[config.mk]
export PLATFORM = sky130hd
export DESIGN_NAME = uwp_wake_ctrl
export DESIGN_NICKNAME = d
export VERILOG_FILES = /design/src/hw/uwp_pkg.sv /design/src/hw/uwp_wake_ctrl.sv
export VERILOG_INCLUDE_DIRS = /design/src /design/src/hw
export SDC_FILE = /design/constraint.sdc
export NUM_CORES = 1
export LEC_CHECK = 0
export CAP_MARGIN = 40
export CORE_MARGIN = 2
export CORE_UTILIZATION = 55
export CTS_BUF_LIST = sky130_fd_sc_hd__clkbuf_4 sky130_fd_sc_hd__clkbuf_8
export CTS_CLUSTER_SIZE = 10
export DETAILED_ROUTE_END_ITERATION = 7
export DONT_BUFFER_PORTS = 1
export GPL_TIMING_DRIVEN = 0
export PLACE_DENSITY = 0.7
export SKIP_CTS_REPAIR_TIMING = 1
export SLEW_MARGIN = 40
export SYNTH_ARGS = -nofsm -noshare
export SYNTH_HDL_FRONTEND = slang
export SYNTH_SLANG_ARGS = --single-unit
[constraint.sdc]
create_clock -name I_CLK -period 4.9 [get_ports I_CLK]
set_input_delay 0.98 -clock I_CLK [delete_from_list [all_inputs] [get_ports I_CLK]]
set_output_delay 0.98 -clock I_CLK [all_outputs]
set_load 0.02 [all_outputs]
[src/hw/uwp_consts.svh]
// register offsets, field positions and reset values of the wake and phy control block
`ifndef UWP_CONSTS_SVH
`define UWP_CONSTS_SVH
`define UWP_OFS_WAKE_CTRL 12'h100
`define UWP_OFS_PHY_CTRL3 12'h118
`define UWP_OFS_IRQ_STAT 12'h120
`define UWP_OFS_IRQ_MASK 12'h124
`define UWP_OFS_IRQ_EVENTS 12'h128
`define UWP_OFS_IRQ_ENABLES 12'h12c
`define UWP_BIT_WAKE_SEEN 0
`define UWP_BIT_COMBINED_IRQ 1
`define UWP_BIT_PHY_CLK_GATE 4
`define UWP_BIT_WAKE_EN 5
`define UWP_BIT_SOFT_RESET 7
`define UWP_PHY3_MASK 8'hff
`define UWP_PHY3_RESET 8'h08
`define UWP_BIT_SIE_CLK_SEL 0
`define UWP_BIT_PHY_SLEEP_SEL 1
`define UWP_BIT_PHY_SLEEP 2
`define UWP_BIT_PHY_POWER_DOWN 3
`define UWP_BIT_PHY_OUTPUT_EN 6
`define UWP_IRQ_WAKE 0
`define UWP_IRQ_SOFT_RESET 1
`define UWP_IRQ_BITS 2
`define UWP_SOFT_RESET_CYCLES 4'h4
`endif

[src/hw/uwp_pkg.sv]
// types of the wake and phy control block
`default_nettype none
package uwp_pkg;
    typedef enum logic [1:0] {
        UWP_RD_IDLE = 2'b00,
        UWP_RD_RESP = 2'b01
    } uwp_rd_e;
    typedef struct packed {
        logic wake_seen;
        logic usb_clk_on;
        logic wake_irq;
    } uwp_wake_s;
    typedef struct packed {
        logic sie_clk_sel;
        logic phy_sleep_sel;
        logic phy_sleep;
        logic phy_power_down;
        logic phy_output_enable;
    } uwp_phy_s;
endpackage : uwp_pkg
`default_nettype wire

[src/hw/uwp_wake_ctrl.sv]
// usb wake detection, soft reset, phy control and axi4-lite register slave
//
// Overview of operation
// - writing one to soft reset trigger resets the whole usb controller logic
// - with wake enable set, k-state resume on bus sets wake seen status
// - enabled resume detection raises an interrupt without needing the usb clock
// - a resume wakeup event turns the usb controller clocks back on
// - combined flag set while any interrupt status bit and its enable are set
// - wake seen status sets once the processor is woken by resume signalling
// - clearing the wake enable bit clears the wake seen status
// - sie clock select at zero picks the 48 mhz decode clock
// - sie clock select at one picks the 60 mhz decode clock
// - reserved bit writes are ignored except in phy control 3, which stores all eight bits, and the access answers okay
`include "uwp_consts.svh"
`default_nettype none
module uwp_wake_ctrl (
    // clock and reset
    input wire logic I_CLK,
    input wire logic I_ARST_N,
    // axi4-lite write
    input wire logic [11:0] I_AWADDR,
    input wire logic I_AWVALID,
    output logic O_AWREADY,
    input wire logic [31:0] I_WDATA,
    input wire logic [3:0] I_WSTRB,
    input wire logic I_WVALID,
    output logic O_WREADY,
    output logic [1:0] O_BRESP,
    output logic O_BVALID,
    input wire logic I_BREADY,
    // axi4-lite read
    input wire logic [11:0] I_ARADDR,
    input wire logic I_ARVALID,
    output logic O_ARREADY,
    output logic [31:0] O_RDATA,
    output logic [1:0] O_RRESP,
    output logic O_RVALID,
    input wire logic I_RREADY,
    // usb line state, controller side
    input wire logic I_LINE_K,
    input wire logic I_STOP_MODE,
    input wire logic [7:0] I_USB_INT_STAT,
    input wire logic [7:0] I_USB_INTERRUPT_ENABLE_BITS,
    // controls out
    output logic O_USB_SOFT_RST,
    output logic O_USB_CLK_EN,
    output logic O_PHY_CLK_GATE,
    output logic O_SIE_CLK_SEL_60,
    output logic [4:0] O_PHY_CTRL,
    output logic O_WAKE_IRQ,
    output logic O_IRQ
);
    ////////////////////////////////////////////////////////////////////////////
    logic rst_s1, rst_n;
    always_ff @(posedge I_CLK or negedge I_ARST_N) begin
        if (!I_ARST_N) begin
            rst_s1 <= 1'b0;
            rst_n <= 1'b0;
        end else begin
            rst_s1 <= 1'b1;
            rst_n <= rst_s1;
        end
    end

    function automatic logic [31:0] lane_merge(input logic [31:0] old, input logic [31:0] d, input logic [3:0] s);
        for (int i = 0; i < 4; i++) begin
            if (s[i]) begin
                old[i*8 +: 8] = d[i*8 +: 8];
            end
        end
        return old;
    endfunction

    ////////////////////////////////////////////////////////////////////////////
    // write channel state
    logic aw_held, w_held, bvalid, wake_en, clk_gate, usb_clk_en, wake_seen, wake_irq;
    logic [11:0] aw_addr;
    logic [31:0] w_data;
    logic [3:0] w_strb;
    logic [7:0] phy3;
    logic [`UWP_IRQ_BITS-1:0] irq_stat, irq_mask;
    logic [3:0] srst_cnt;
    logic next_aw_held, next_w_held, next_bvalid, next_wake_en, next_clk_gate, next_usb_clk_en;
    logic next_wake_seen, next_wake_irq;
    logic [11:0] next_aw_addr;
    logic [31:0] next_w_data, merged;
    logic [3:0] next_w_strb, next_srst_cnt;
    logic [7:0] next_phy3;
    logic [`UWP_IRQ_BITS-1:0] next_irq_stat, next_irq_mask, ev;
    logic do_wr, resume_hit, combined;

    // combined flag
    // status and enable summary
    assign combined = |(I_USB_INT_STAT & I_USB_INTERRUPT_ENABLE_BITS);
    assign resume_hit = wake_en && I_LINE_K && !wake_seen;

    always_comb begin
        next_aw_held = aw_held;
        next_w_held = w_held;
        next_aw_addr = aw_addr;
        next_w_data = w_data;
        next_w_strb = w_strb;
        next_bvalid = bvalid;
        next_wake_en = wake_en;
        next_clk_gate = clk_gate;
        next_phy3 = phy3;
        next_irq_mask = irq_mask;
        next_irq_stat = irq_stat;
        next_usb_clk_en = usb_clk_en;
        next_wake_seen = wake_seen;
        next_wake_irq = wake_irq;
        next_srst_cnt = (srst_cnt != 4'h0) ? srst_cnt - 4'h1 : 4'h0;
        ev = '0;
        merged = 32'h0;
        if (I_AWVALID && !aw_held) begin
            next_aw_held = 1'b1;
            next_aw_addr = I_AWADDR;
        end
        if (I_WVALID && !w_held) begin
            next_w_held = 1'b1;
            next_w_data = I_WDATA;
            next_w_strb = I_WSTRB;
        end
        do_wr = aw_held && w_held && !bvalid;
        if (do_wr) begin
            next_aw_held = 1'b0;
            next_w_held = 1'b0;
            next_bvalid = 1'b1;
            unique case ({aw_addr[11:2], 2'b00})
                `UWP_OFS_WAKE_CTRL: begin
                    merged = lane_merge({24'h0, 2'b00, wake_en, clk_gate, 4'h0}, w_data, w_strb);
                    next_wake_en = merged[`UWP_BIT_WAKE_EN];
                    next_clk_gate = merged[`UWP_BIT_PHY_CLK_GATE];
                    if (w_strb[0] && w_data[`UWP_BIT_SOFT_RESET]) begin
                        next_srst_cnt = `UWP_SOFT_RESET_CYCLES;
                        ev[`UWP_IRQ_SOFT_RESET] = 1'b1;
                    end
                end
                `UWP_OFS_PHY_CTRL3: begin
                    merged = lane_merge({24'h0, phy3}, w_data, w_strb);
                    next_phy3 = merged[7:0] & `UWP_PHY3_MASK;
                end
                `UWP_OFS_IRQ_STAT: begin
                    if (w_strb[0]) begin
                        next_irq_stat = irq_stat & ~w_data[`UWP_IRQ_BITS-1:0];
                    end
                end
                `UWP_OFS_IRQ_MASK: begin
                    if (w_strb[0]) begin
                        next_irq_mask = w_data[`UWP_IRQ_BITS-1:0];
                    end
                end
                default: begin
                end
            endcase
        end
        if (bvalid && I_BREADY) begin
            next_bvalid = 1'b0;
        end
        if (resume_hit) begin
            next_wake_seen = 1'b1;
            next_wake_irq = 1'b1;
            next_usb_clk_en = 1'b1;
            ev[`UWP_IRQ_WAKE] = 1'b1;
        end else if (I_STOP_MODE && !wake_seen) begin
            next_usb_clk_en = 1'b0;
        end else if (!I_STOP_MODE) begin
            next_usb_clk_en = 1'b1;
        end
        // disable clears status
        // after the set: a resume in the disabling cycle must not leave status stuck
        if (!next_wake_en) begin
            next_wake_seen = 1'b0;
            next_wake_irq = 1'b0;
        end
        // set wins over clear
        next_irq_stat = next_irq_stat | ev;
    end

    always_ff @(posedge I_CLK or negedge rst_n) begin
        if (!rst_n) begin
            aw_held <= 1'b0;
            w_held <= 1'b0;
            aw_addr <= 12'h0;
            w_data <= 32'h0;
            w_strb <= 4'h0;
            bvalid <= 1'b0;
            wake_en <= 1'b0;
            clk_gate <= 1'b0;
            phy3 <= `UWP_PHY3_RESET;
            irq_mask <= '0;
            irq_stat <= '0;
            usb_clk_en <= 1'b1;
            wake_seen <= 1'b0;
            wake_irq <= 1'b0;
            srst_cnt <= 4'h0;
        end else begin
            aw_held <= next_aw_held;
            w_held <= next_w_held;
            aw_addr <= next_aw_addr;
            w_data <= next_w_data;
            w_strb <= next_w_strb;
            bvalid <= next_bvalid;
            wake_en <= next_wake_en;
            clk_gate <= next_clk_gate;
            phy3 <= next_phy3;
            irq_mask <= next_irq_mask;
            irq_stat <= next_irq_stat;
            usb_clk_en <= next_usb_clk_en;
            wake_seen <= next_wake_seen;
            wake_irq <= next_wake_irq;
            srst_cnt <= next_srst_cnt;
        end
    end

    ////////////////////////////////////////////////////////////////////////////
    // read channel
    uwp_pkg::uwp_rd_e rd_st, next_rd_st;
    logic [31:0] rdata, next_rdata;
    always_comb begin
        next_rd_st = rd_st;
        next_rdata = rdata;
        unique case (rd_st)
            uwp_pkg::UWP_RD_IDLE: begin
                if (I_ARVALID) begin
                    next_rd_st = uwp_pkg::UWP_RD_RESP;
                    next_rdata = 32'h0;
                    unique case ({I_ARADDR[11:2], 2'b00})
                        `UWP_OFS_WAKE_CTRL: next_rdata = {24'h0, 2'b00, wake_en, clk_gate, 2'b00, combined, wake_seen};
                        `UWP_OFS_PHY_CTRL3: next_rdata = {24'h0, phy3};
                        `UWP_OFS_IRQ_STAT: next_rdata = {30'h0, irq_stat};
                        `UWP_OFS_IRQ_MASK: next_rdata = {30'h0, irq_mask};
                        default: next_rdata = 32'h0;
                    endcase
                end
            end
            uwp_pkg::UWP_RD_RESP: begin
                if (I_RREADY) begin
                    next_rd_st = uwp_pkg::UWP_RD_IDLE;
                end
            end
            default: next_rd_st = uwp_pkg::UWP_RD_IDLE;
        endcase
    end
    always_ff @(posedge I_CLK or negedge rst_n) begin
        if (!rst_n) begin
            rd_st <= uwp_pkg::UWP_RD_IDLE;
            rdata <= 32'h0;
        end else begin
            rd_st <= next_rd_st;
            rdata <= next_rdata;
        end
    end

    ////////////////////////////////////////////////////////////////////////////
    // registered outputs
    logic irq_q, srst_q, sel_q;
    logic [4:0] phy_q;
    always_ff @(posedge I_CLK or negedge rst_n) begin
        if (!rst_n) begin
            irq_q <= 1'b0;
            srst_q <= 1'b0;
            sel_q <= 1'b0;
            phy_q <= 5'h0;
        end else begin
            irq_q <= |(next_irq_stat & next_irq_mask);
            srst_q <= (next_srst_cnt != 4'h0);
            sel_q <= next_phy3[`UWP_BIT_SIE_CLK_SEL];
            phy_q <= {next_phy3[`UWP_BIT_PHY_OUTPUT_EN], next_phy3[`UWP_BIT_PHY_POWER_DOWN],
                      next_phy3[`UWP_BIT_PHY_SLEEP], next_phy3[`UWP_BIT_PHY_SLEEP_SEL],
                      next_phy3[`UWP_BIT_SIE_CLK_SEL]};
        end
    end
    assign O_AWREADY = !aw_held;
    assign O_WREADY = !w_held;
    assign O_BVALID = bvalid;
    assign O_BRESP = 2'b00;
    assign O_ARREADY = (rd_st == uwp_pkg::UWP_RD_IDLE);
    assign O_RVALID = (rd_st == uwp_pkg::UWP_RD_RESP);
    assign O_RDATA = rdata;
    assign O_RRESP = 2'b00;
    assign O_USB_SOFT_RST = srst_q;
    assign O_USB_CLK_EN = usb_clk_en;
    assign O_PHY_CLK_GATE = clk_gate;
    assign O_SIE_CLK_SEL_60 = sel_q;
    assign O_PHY_CTRL = phy_q;
    assign O_WAKE_IRQ = wake_irq;
    assign O_IRQ = irq_q;
endmodule // uwp_wake_ctrl
`default_nettype wire

[Word level (Yosys, flattened, before mapping)]
Index checks and enable logic that the tools add are counted.
Operators by class
  multiplexer cells: 35
  bitwise gates (word level): 5
  equal/unequal tests: 13
  reductions and logical operators: 25
  $add $sub $neg: 1
Operators with widths (count)
  10-bit by 7-bit == test with 1-bit output (second input constant): 8
  8-bit one-hot mux with 4 select lines: 1
  7-bit two-way mux: 3
  1-bit two-way mux: 17
  2-bit two-way mux: 8
  4-bit two-way mux: 4
  1-bit logical AND: 9
  8-bit AND: 1
  4-bit nonzero test: 2
  8-bit OR reduction: 1
  6-bit two-way mux: 1
  3-bit AND reduction: 2
  2-bit nonzero test: 3
  2-bit AND: 2
  1-bit logical NOT: 4
  2-bit by 1-bit != test with 1-bit output (second input constant): 2
  2-bit one-hot mux with 2 select lines: 1
  2-bit AND reduction: 2
  4-bit by 1-bit subtractor with 4-bit output (second input constant): 1
  3-bit by 1-bit != test with 1-bit output (second input constant): 1
  2-bit by 1-bit == test with 1-bit output (second input constant): 1
  2-bit logical NOT: 1
  2-bit != test (second input constant): 1
  2-bit NOT: 1
  2 further kinds: 2
Word-level totals
  output and inout port bits: 52
  word-level logic and storage cells: 102
  input port bits: 85
  flip-flop bits (word level): 88

[Logic depth before layout (Yosys ltp)]
Gate-level depths: netlist (run 1).
  word-level depth: 8
  gate-level depth with buffers: 5
  gate-level depth less buffers: 4

[Worst setup path after synthesis (run 1)]
Ideal clock, no wire load.
  path type: input-to-reg
  from: in I_ARADDR[9]
  to: reg rdata[4] (netlist: O_RDATA[4])
  stages on the path: 4
  path slack: 2691 ps
  required time: 4805 ps
  library setup time: 95 ps
  data arrival time: 2114 ps
  path buffers: 0
  cell sequence: nor4b_1 > nand2_1 > or4_1 > o31ai_1
Between the ends
  cells in the longest elaborated chain, start to end: 2
Ends and longest elaborated chain
  start, declared: line uwp_wake_ctrl.sv:32  | input wire logic [11:0] I_ARADDR,
  10-bit by 7-bit == test with 1-bit output: line uwp_wake_ctrl.sv:228  | unique case ({I_ARADDR[11:2], 2'b00})
  8-bit one-hot mux with 4 select lines *: line uwp_wake_ctrl.sv:228
  end signal, assigned: line uwp_wake_ctrl.sv:251  | rdata <= next_rdata;
  end, declared: line uwp_wake_ctrl.sv:219  | logic [31:0] rdata, next_rdata;
Mark *: on every way between the ends. The rest lies on a longest branch, timed or not.
A chain may end at the register's enable or synchronous reset.

[Worst setup path after layout (run 1)]
  from: in I_ARADDR[9]
  to: reg rdata[5] (netlist: O_RDATA[5])
Same word-level chain as after synthesis.

==> flow_metrics.py, run 1 <==
metrics = {
    "run_status": {
        "outcome": "complete, no violations",
    },
    "floorplanning": {
        "coreArea_um2": 4661,
        "dieArea_um2": 5336,
        "initial_core_util_pct": 56.27,
        "ios": 137,
        "die_h_um": 73.05,
        "dieWidth_um": 73.05,
        "rows": 25,
    },
    "setup_path": {
        "critPathKind": "input port to flop",
        "rr_startpoint": "O_BVALID$_DFFE_PN0P_",
        "r2r_cells": 4,
        "worstReg2RegEnd": "O_PHY_CTRL[3]$_DFF_PN0_",
        "cp.arrival_ns": 2.30,
        "r2r_slack_ns": 2.92,
        "crit_path_end_kind": "flop",
        "crit_path_start_kind": "input port",
        "crit_required_ns": 5.12,
        "crit_fanout": 3,
    },
    "global_route": {
        "grt_overflow_total": 0,
        "antenna_found_initial": 0,
        "grt_pass1_wl_um": 7245,
        "grt_start_max_net_pins": 32,
        "grt_usage_pct": 18.36,
        "grt_pass1_vias": 1516,
    },
    "power_and_ir_drop": {
        "peakVddDrop_mv": 0.2870,
        "p_sw_share_pct": 29.66,
        "comb_power_share_pct": 20.8,
        "p_seq_share_pct": 53.6,
        "p_per_area_nw_per_um2": 430.1,
        "p_int_uw": 889.9,
        "p_clk_share_pct": 25.6,
        "leakagePower_nw": 1.457,
        "switchingPower_uw": 375.2,
    },
    "sta": {
        "slew_violations": 0,
        "post-route-period-util_pct": 42.47,
        "slew_headroom_pct": 65.57,
        "finClkSkew_ns": 0.007544,
        "holdWs_ns": 0.2291,
        "period_minus_slack_ns": 2.081,
        "fmax_ghz": 0.4805,
        "rsz0062_at_grt": "false",
        "hold_viol": 0,
        "worst_slack_ns": 2.819,
        "setup_viol": 0,
        "tightestPinTransition_ns": 0.5164,
        "final.setup.tns_ns": 0,
    },
    "cts": {
        "path_clk_slew_ns": 0.10,
        "h-tree-depth": 2,
        "clock_sinks": 56,
        "clockRootBuffer": "clkbuf_8",
        "cts_tree": "yes",
        "cts_buffer_depth": 2,
        "cts_made_buffers": 5,
        "insertion_delay_ns": 0.31,
    },
    "placed_design": {
        "place_ws_ns": 2.470,
        "dp.final_hpwl_um": 3702,
        "postPlaceCellArea_um2": 2815,
        "place.gp.congestion": 0.7560,
        "numPortBuffers": 0,
    },
    "logic_synthesis": {
        "synthAdderAreaFrac_pct": 0,
        "syn_inst": 215,
        "synthXorXnorAreaFrac_pct": 0,
        "synth_compound_area_share_pct": 8.874,
        "ys_types": 44,
        "ys_ff_latch": 56,
        "synth_area_um2": 2623,
        "muxShareOfSynthArea_pct": 13.69,
        "yosysTopAreaCellShare_pct": 51.53,
        "synth_simple_gate_area_share_pct": 12.88,
        "synthTopCellsByArea": "dfrtp_1, mux2_2, buf_4",
        "synth_top_family_by_area": "multiplexers",
        "seq_area_frac_synth_pct": 53.53,
        "yosys_warnings": 0,
        "post-synth-top-area-cell": "dfrtp_1",
        "avgSynthCellArea_um2": 12.20,
    },
    "cells_and_area": {
        "areaGrowthSynthToFinish_pct": 12.17,
        "design_area_um2": 2942,
        "multiInputGateArea_um2": 1039,
        "final_core_util_pct": 63.11,
        "drive_above_1_share_pct": 32.27,
        "diodes": 0,
        "register_area_um2": 1408,
        "fin_nets": 335,
        "fillers": 401,
    },
    "routing": {
        "wl_per_cell_um": 15.94,
        "ant_nets": 0,
        "route.detailed.drc": 0,
        "dr.pass1.iters": 4,
        "drtIter0Drc": 54,
        "viasPerCell": 5.521,
        "num_vias": 1684,
        "totalWireLength_um": 4861,
    },
    "worst_hold_path": {
        "hold_class": "flop to asynchronous set/reset pin",
    },
    "flow_run": {
        "maxCapViolCount": 0,
    },
}
==> cell usage in the layout (no fill, tap or decap), types with 2 or more instances in the layout <==
cell type	Yosys	routed
dfrtp_1	54	53
buf_4	32	32
mux2_2	31	31
conb_1	2	29
nand2_1	11	11
inv_1	7	7
clkbuf_8	0	7
nor2_1	6	6
a22oi_1	6	6
nor3_1	5	5
nand4_1	5	5
clkbuf_1	4	4
a22o_1	4	4
o21ai_0	3	3
nand3_1	3	3
a21oi_1	3	3
nor4b_1	3	3
nor2b_1	3	3
dfstp_2	2	2
and4b_1	2	2
and2_1	2	2
o2bb2ai_1	2	2
o31ai_1	2	2
o21a_1	2	2
==> metrics by stage <==
stage / power [mW] / instances
3_5_place_dp: 0.9525 / 297
6_report: 1.265 / 305
3_3_place_gp: 0.9346 / 296
5_1_grt: 1.337 / 305
2_1_floorplan: 0.8919 / 242
4_1_cts: 1.277 / 305
==> worst max-delay path, stage by stage <==
cell     delay [ns]
nor4b_1        0.39
nand2_1        0.15
or4_1          0.53
o31ai_1        0.24
==> cell usage after synthesis (all sizes together) <==
cell,n
nor4,1
nand2b,1
and4bb,1
o31a,1
or4,1
a31oi,1
o311a,1
a222oi,1
a21oi,3
a211oi,1
clkbuf,4
mux2,31
a21o,1
buf,32
o21ai,3
o21a,2
nor2,6
nor3b,1
and2,2
and4b,2
nand4,5
nor4bb,1
a2111oi,1
nand4b,1
o221ai,1
mux2i,1
nand2,11
a22oi,6
o2bb2ai,2
or4b,1
o211ai,1
nand3,3
conb,2
o31ai,2
nor4b,4
nor2b,3
nor3,6
a22o,4
dfstp,2
dfrtp,54
and4,1
inv,7
==> kinds of logic after synthesis <==
logic type | count (synthesis)
AO/OA/AOI/OAI | 31
flip-flops | 56
AND/OR/NAND/NOR | 51
multiplexers | 32
other | 2
buffers and inverters | 43
==> sequential cells by signal, summed over array words and instances, names as in the netlist <==
signal          count
phy3                5
w_held              1
O_BVALID            1
O_PHY_CLK_GATE      1
O_USB_SOFT_RST      1
O_RDATA             8
rd_st               1
aw_addr            10
w_strb              1
O_USB_CLK_EN        1
aw_held             1
wake_en             1
srst_cnt            4
irq_stat            2
rst_s1              1
O_WAKE_IRQ          1
w_data              8
irq_mask            2
O_IRQ               1
rst_n               1
O_PHY_CTRL          4
==> power by group through the flow <==
stage / Clock [mW] / Combinational [mW] / Sequential [mW]
final: 0.324 / 0.263 / 0.678
after global routing: 0.350 / 0.288 / 0.699
after CTS: 0.332 / 0.265 / 0.680
after detailed placement: 0 / 0.263 / 0.689
after global placement: 0 / 0.249 / 0.686
after floorplan: 0 / 0.232 / 0.660
==> layer usage <==
layer / up-vias / GRT usage [%] / routed length (um)
li1: 794 / - / -
met1: 787 / 24.31 / 2082
met2: 95 / 28.33 / 2250
met3: 8 / 5.939 / 455
met4: 0 / 6.790 / 72
met5: - / 0 / 0
==> layout make-up <==
class / count / share of cell area, %
sequential: 56 / 47.85
multi-input combinational: 143 / 35.30
buffer: 36 / 8.677
clock buffer: 7 / 3.275
tap: 54 / 2.297
clock inverter: 1 / 1.021
inverter: 7 / 0.8932
timing repair buffer: 1 / 0.6806
==> how the worst max path moves through the flow <==
stage,to,slack [ns],start,cells after the start
2_1_floorplan,O_RDATA[4]$_DFFE_PN0P_,2.69,I_ARADDR[9],4
3_3_place_gp,O_RDATA[4]$_DFFE_PN0P_,2.54,I_ARADDR[9],4
3_5_place_dp,O_RDATA[5]$_DFFE_PN0P_,2.47,I_ARADDR[9],4
4_1_cts,O_RDATA[5]$_DFFE_PN0P_,2.80,I_ARADDR[9],4
5_1_grt,O_RDATA[5]$_DFFE_PN0P_,2.66,I_ARADDR[9],4
6_report,O_RDATA[5]$_DFFE_PN0P_,2.82,I_ARADDR[9],4
Power figures use the tool's default switching activity.
==> run 2, diff against run 1 <==
--- a/config.mk
+++ b/config.mk
@@ -6,6 +6,7 @@
 export SDC_FILE = /design/constraint.sdc
 export NUM_CORES = 1
 export LEC_CHECK = 0
+export ABC_AREA = 1
 export CAP_MARGIN = 40
 export CORE_MARGIN = 2
 export CORE_UTILIZATION = 55
==> constraint.sdc (replaced) <==
create_clock -name I_CLK -period 2.1 [get_ports I_CLK]
set_input_delay 0.42 -clock I_CLK [delete_from_list [all_inputs] [get_ports I_CLK]]
set_output_delay 0.42 -clock I_CLK [all_outputs]
set_load 0.02 [all_outputs]
==> run 2 against run 1 <==
  * Critical path depth rose by 3
  * Setup slack lost 2.2 ns
  * Wire length fell by 3.5%
  * Register-to-register slack lost 2.3 ns
  * Clock skew shrank 0.0036 ns
  * Global-route usage is 0.97 points lower
  * Sequential power is 110% higher
  * Non-clock buffer count grew 1
==> flow_metrics.py, run 2 <==
metrics = {
    "run_status": {
        "outcome": "complete, no violations",
    },
    "sta": {
        "post-route-period-util_pct": 70.56,
        "slew_violations": 0,
        "rsz0062_at_grt": "false",
        "period_minus_slack_ns": 1.482,
        "finClkSkew_ns": 0.003900,
        "setup_viol": 0,
        "hold_viol": 0,
        "fmax_ghz": 0.6748,
    },
    "cells_and_area": {
        "diodes": 0,
        "regMostFlops": "aw_addr",
        "areaGrowthSynthToFinish_pct": 11.43,
        "final_common_cell": "nand2_1",
        "drive_above_1_share_pct": 18.38,
        "fin_nets": 443,
        "final_cell_mix": "nand2_1, dfrtp_1, nor2_1",
        "design_area_um2": 3037,
        "largest_reg_flops": 10,
    },
    "floorplanning": {
        "dieWidth_um": 74.39,
        "dieArea_um2": 5534,
        "coreArea_um2": 4755,
        "initial_core_util_pct": 57.32,
        "ios": 137,
        "die_h_um": 74.39,
        "rows": 25,
    },
    "logic_synthesis": {
        "ys_top_cells_by_count": "nand2_1, dfrtp_1, nor2_1",
        "ys_types": 24,
        "synthTopCellsByArea": "dfrtp_1, nand2_1, buf_4",
        "syn_inst": 322,
        "yosysTopAreaCellShare_pct": 49.59,
        "synth_most_common_cell": "nand2_1",
        "avgSynthCellArea_um2": 8.463,
        "ys_ff_latch": 56,
        "synth-edff-count": 0,
        "synth_area_um2": 2725,
        "ys_async_sr_fraction_pct": 100.0,
        "seq_area_frac_synth_pct": 51.52,
        "ys.flop_type": "dfrtp_1",
        "yosys_warnings": 0,
        "post-synth-top-area-cell": "dfrtp_1",
    },
    "global_route": {
        "antenna_found_initial": 0,
        "grt_pass1_wl_um": 7458,
        "grt_usage_pct": 17.38,
        "grt_overflow_total": 0,
        "grt_start_max_net_pins": 39,
        "grt_pass1_vias": 1797,
    },
    "setup_path": {
        "crit_required_ns": 2.29,
        "rr_startpoint": "aw_addr[11]$_DFFE_PN0P_",
        "cp.arrival_ns": 1.67,
        "worstReg2RegEnd": "O_PHY_CTRL[3]$_DFF_PN0_",
        "r2r_slack_ns": 0.62,
        "crit_fanout": 10,
        "crit_path_end_kind": "flop",
        "crit_path_start_kind": "flop",
        "r2r_cells": 7,
        "critPathKind": "flop to flop",
    },
    "routing": {
        "viasPerCell": 4.641,
        "dr.pass1.iters": 4,
        "totalWireLength_um": 4689,
        "drtIter0Drc": 81,
        "wl_per_cell_um": 11.01,
        "num_vias": 1977,
        "route.detailed.drc": 0,
        "ant_nets": 0,
    },
    "flow_run": {
        "maxCapViolCount": 0,
    },
    "placed_design": {
        "postPlaceCellArea_um2": 2934,
        "place.gp.congestion": 0.8192,
        "numPortBuffers": 0,
        "dp.final_hpwl_um": 3787,
    },
    "worst_hold_path": {
        "worst_hold_startpoint": "I_STOP_MODE",
        "hold_class": "input port to flop",
        "holdPathEnd": "O_USB_CLK_EN$_DFFE_PN1P_",
        "min_delay_path_depth": 1,
    },
    "cts": {
        "clock_sinks": 56,
        "cts_buffer_depth": 2,
        "h-tree-depth": 2,
        "insertion_delay_ns": 0.30,
        "cts_tree": "yes",
        "cts_made_buffers": 5,
        "path_clk_slew_ns": 0.09,
        "clockRootBuffer": "clkbuf_8",
    },
    "power_and_ir_drop": {
        "leakagePower_nw": 1.656,
        "p_clk_share_pct": 21.7,
        "p_seq_share_pct": 53.8,
        "power_mw": 2.685,
        "peakVddDrop_mv": 0.7529,
        "p_per_area_nw_per_um2": 884.2,
        "switchingPower_uw": 904.1,
        "p_int_mw": 1.781,
        "comb_power_share_pct": 24.4,
        "p_sw_share_pct": 33.67,
    },
}
[run 2: cell count changes after synthesis, moves of 5 or more]
| cell | before | now |
|---|---|---|
| a21oi_1 | 3 | 15 |
| mux2_1 | 0 | 7 |
| o21ai_1 | 0 | 11 |
| nand2_1 | 11 | 84 |
| inv_2 | 0 | 8 |
| nand3_1 | 3 | 17 |
| nor2_1 | 6 | 36 |
| nor3_1 | 5 | 0 |
| inv_1 | 7 | 28 |
| a22oi_1 | 6 | 0 |
| mux2_2 | 31 | 0 |
| o21ai_2 | 0 | 6 |
[run 2: worst max-delay path by stage]
| stage | startpoint | endpoint | slack (ns) | cells past startpoint |
|---|---|---|---|---|
| floorplan | rst_n$_DFF_PN0_ | O_BVALID$_DFFE_PN0P_ | 0.43 | 0 |
| global placement | rst_n$_DFF_PN0_ | O_RDATA[1]$_DFFE_PN0P_ | -0.13 | 0 |
| detailed placement | aw_addr[11]$_DFFE_PN0P_ | O_PHY_CTRL[3]$_DFF_PN0_ | 0.61 | 7 |
| CTS | aw_addr[11]$_DFFE_PN0P_ | O_PHY_CTRL[3]$_DFF_PN0_ | 0.61 | 7 |
| global route | aw_addr[11]$_DFFE_PN0P_ | O_PHY_CTRL[3]$_DFF_PN0_ | 0.51 | 7 |
| finish | aw_addr[11]$_DFFE_PN0P_ | O_PHY_CTRL[3]$_DFF_PN0_ | 0.62 | 7 |
[run 2: metal layers]
layer / part of all wire, % / up-vias / global-route usage [%]
met2: 52 / 48 / 31.07
met3: 6.8 / 2 / 6.233
met1: 40 / 901 / 19.72
li1: - / 1026 / -
met5: 0 / - / 0
met4: 0.36 / 0 / 4.563
[run 2: power groups by stage]
stage	registers (mW)	logic [mW]	clock network (mW)
floorplan	1.45	0.545	0
global placement	1.47	0.614	0
detailed placement	1.47	0.658	0
CTS	1.45	0.660	0.602
global route	1.47	0.746	0.648
finish	1.45	0.656	0.584
[run 2: worst max-delay path, stage by stage (launching register included)]
cell	delay, ns
dfrtp_1	0.40
nor2_2	0.14
nand2_1	0.11
nor4_4	0.21
nand3_2	0.19
buf_6	0.19
nand2_1	0.07
o21ai_2	0.06
[run 2: cell type report]
cell class                 instances  area, um2
tap                               67      83.83
inverter                          36      135.1
clock buffer                       6      82.58
timing repair buffer               2      30.03
clock inverter                     2      10.01
fill                             434       1718
buffer                            36      265.3
multi-input combinational        221       1022
sequential                        56       1408
[run 2: cells by family (layout without fill, tap and decap cells)]
| family | Yosys count | in the layout | synth area share [%] |
|---|---|---|---|
| and+or+nand+nor | 148 | 148 | 22.87 |
| buffers and inverters | 72 | 82 | 14.69 |
| other | 2 | 29 | 0.2756 |
| AOI/OAI and AO/OA | 37 | 37 | 7.759 |
| muxes | 7 | 7 | 2.893 |
| DFF | 56 | 56 | 51.52 |
[run 2: through the flow]
step	hold WS, ns	utilization [%]	setup TNS [ns]	std cells	setup WS [ns]
2_1_floorplan	0.1244	-	0	349	0.4290
3_3_place_gp	0.1245	61.21	-6.735	416	-0.1315
3_5_place_dp	0.1245	61.71	0	417	0.6080
4_1_cts	-0.2092	63.66	0	425	0.6073
5_1_grt	0.1559	63.87	0	426	0.5064
6_report	0.1807	63.87	0	426	0.6182
==> run 3, diff against run 2 <==
==> constraint.sdc (replaced) <==
create_clock -name I_CLK -period 1.4 [get_ports I_CLK]
set_input_delay 0.28 -clock I_CLK [delete_from_list [all_inputs] [get_ports I_CLK]]
set_output_delay 0.28 -clock I_CLK [all_outputs]
set_load 0.02 [all_outputs]
==> run 3 against run 2 <==
  * The run now ends with setup timing left
  * First-iteration DRC count increased by 32%
  * Cell count increased by 0.47%
  * Combinational power increased by 52%
  * Power increased by 53%
  * Global-route usage increased by 0.24 points
  * Setup slack got worse by 0.64 ns
  * Final area increased by 1.4%
  * Register-to-register slack got worse by 0.64 ns
  * Sequential share of layout area decreased by 0.62 points
  * Die area unchanged
  * Sequential power increased by 52%
  * Clock-buffer cell count unchanged
==> flow_metrics.py, run 3 (synthesized netlist as in run 2, its figures left out) <==
metrics = {
    "run_status": {
        "outcome": "finished with violations",
        "violations": "setup timing",
    },
    "setup_path": {
        "critical_path_buf_inv_count": 1,
        "crit_path_start_kind": "flop",
        "slowest_delay_ns": 0.42,
        "worst_path_dominant_cell_family": "simple AND/OR/NAND/NOR gates",
        "slowest_stage": "dfrtp_1",
        "crit_required_ns": 1.60,
        "critPathKind": "flop to flop",
        "critical_path.startpoint": "aw_addr[11]$_DFFE_PN0P_",
        "crit_path_end_kind": "flop",
        "rr_startpoint": "aw_addr[11]$_DFFE_PN0P_",
        "crit_path_cell_trace": "nor2_4, nand2_2, nor4_4, nand3_2, buf_4, nand2_1, o21ai_2",
        "cp.arrival_ns": 1.62,
        "r2r_slack_ns": -0.02,
        "crit_fanout": 4,
    },
    "global_route": {
        "grt_overflow_total": 0,
        "grt_start_max_net_pins": 55,
        "grt_usage_pct": 17.62,
        "antenna_found_initial": 0,
        "grt_pass1_vias": 1833,
        "grt_pass1_wl_um": 7583,
    },
    "cells_and_area": {
        "diodes": 0,
        "final_cells": 428,
        "multiInputGateArea_um2": 1061,
        "regMostFlops": "aw_addr",
        "final_core_util_pct": 64.79,
        "register_area_um2": 1409,
        "final_cell_mix": "nand2_1, dfrtp_1, nor2_1",
        "drive_above_1_share_pct": 22.16,
        "final_common_cell": "nand2_1",
        "fin_nets": 445,
        "fillers": 451,
        "design_area_um2": 3080,
        "largest_reg_flops": 10,
        "areaGrowthSynthToFinish_pct": 13.04,
    },
    "routing": {
        "route.detailed.drc": 0,
        "num_vias": 1992,
        "dr.pass1.iters": 4,
        "wl_per_cell_um": 11.14,
        "drtIter0Drc": 107,
        "ant_nets": 0,
        "viasPerCell": 4.654,
        "totalWireLength_um": 4766,
    },
    "placed_design": {
        "dp.final_hpwl_um": 3616,
        "place.gp.congestion": 0.7884,
        "numPortBuffers": 0,
        "place_inst": 416,
        "postPlaceCellArea_um2": 2914,
    },
    "sta": {
        "tightestPinTransition_ns": 0.6661,
        "hold_viol": 0,
        "slew_violations": 0,
        "fmax_ghz": 0.7035,
        "finClkSkew_ns": 0.003995,
        "setup_viol": 3,
        "period_minus_slack_ns": 1.422,
        "post-route-period-util_pct": 101.5,
        "rsz0062_at_grt": "true",
        "holdWs_ns": 0.03867,
        "slew_headroom_pct": 55.60,
        "worst_slack_ns": -0.02154,
    },
    "floorplanning": {
        "ios": 137,
        "dieArea_um2": 5534,
        "initial_core_util_pct": 57.32,
        "rows": 25,
        "coreArea_um2": 4755,
        "dieWidth_um": 74.39,
        "die_h_um": 74.39,
    },
    "cts": {
        "insertion_delay_ns": 0.30,
        "cts_tree": "yes",
        "path_clk_slew_ns": 0.10,
        "cts_buffer_depth": 2,
        "clock_sinks": 56,
        "cts_made_buffers": 5,
        "clockRootBuffer": "clkbuf_8",
        "h-tree-depth": 2,
    },
    "power_and_ir_drop": {
        "peakVddDrop_mv": 0.9808,
        "leakagePower_nw": 1.667,
        "p_per_area_nw_per_um2": 1333,
        "power_mw": 4.105,
    },
    "worst_hold_path": {
        "hold_class": "input port to flop",
        "worst_hold_startpoint": "I_STOP_MODE",
    },
    "flow_run": {
        "maxCapViolCount": 0,
    },
}
==> run 3: path summary, 6_finish.rpt <==
kind,to,depth (start not counted)
setup / recovery,phy3[5]$_DFFE_PN0P_,7
hold / removal,O_USB_CLK_EN$_DFFE_PN1P_,1
max in group asynchronous,O_BVALID$_DFFE_PN0P_,0
min in group asynchronous,rst_n$_DFF_PN0_,1
setup reg to reg,phy3[5]$_DFFE_PN0P_,7
hold reg to reg,rst_n$_DFF_PN0_,0
==> run 3: final cells by class <==
cell class / count / share of cell area (%)
sequential: 56 / 45.74
tap: 67 / 2.721
timing repair buffer: 4 / 1.056
clock inverter: 2 / 0.3249
inverter: 36 / 4.387
buffer: 36 / 8.652
clock buffer: 6 / 2.681
multi-input combinational: 221 / 34.44
==> run 3: per-stage QoR <==
step | TNS, ns | worst slack (ns)
floorplan | 0 | 0.08071
finish | -0.04344 | -0.02154
detailed placement | -0.5096 | -0.09697
CTS | -0.7585 | -0.1194
global placement | -0.2207 | -0.05042
global route | -1.074 | -0.1125
==> run 3: metal layers <==
layer / share of wire (%) / GRT usage [%] / wire length, um / vias up
li1: - / - / - / 1021
met1: 43 / 21.25 / 2031 / 904
met2: 49 / 30.78 / 2339 / 62
met3: 7.5 / 5.149 / 356 / 5
met4: 0.82 / 4.960 / 39 / 0
met5: 0 / 0 / 0 / -
==> run 3: report_power, final <==
group | total, mW | switching (mW) | internal, mW
combinational | 1.00 | 0.650 | 0.354
clock | 0.889 | 0.493 | 0.396
sequential | 2.21 | 0.264 | 1.95
==> run 3: worst reg2reg max path, stage by stage (launching register included) <==
cell and delay (ns):
dfrtp_1 0.42, nor2_4 0.14, nand2_2 0.08, nor4_4 0.21, nand3_2 0.17, buf_4 0.18, nand2_1 0.07, o21ai_2 0.06
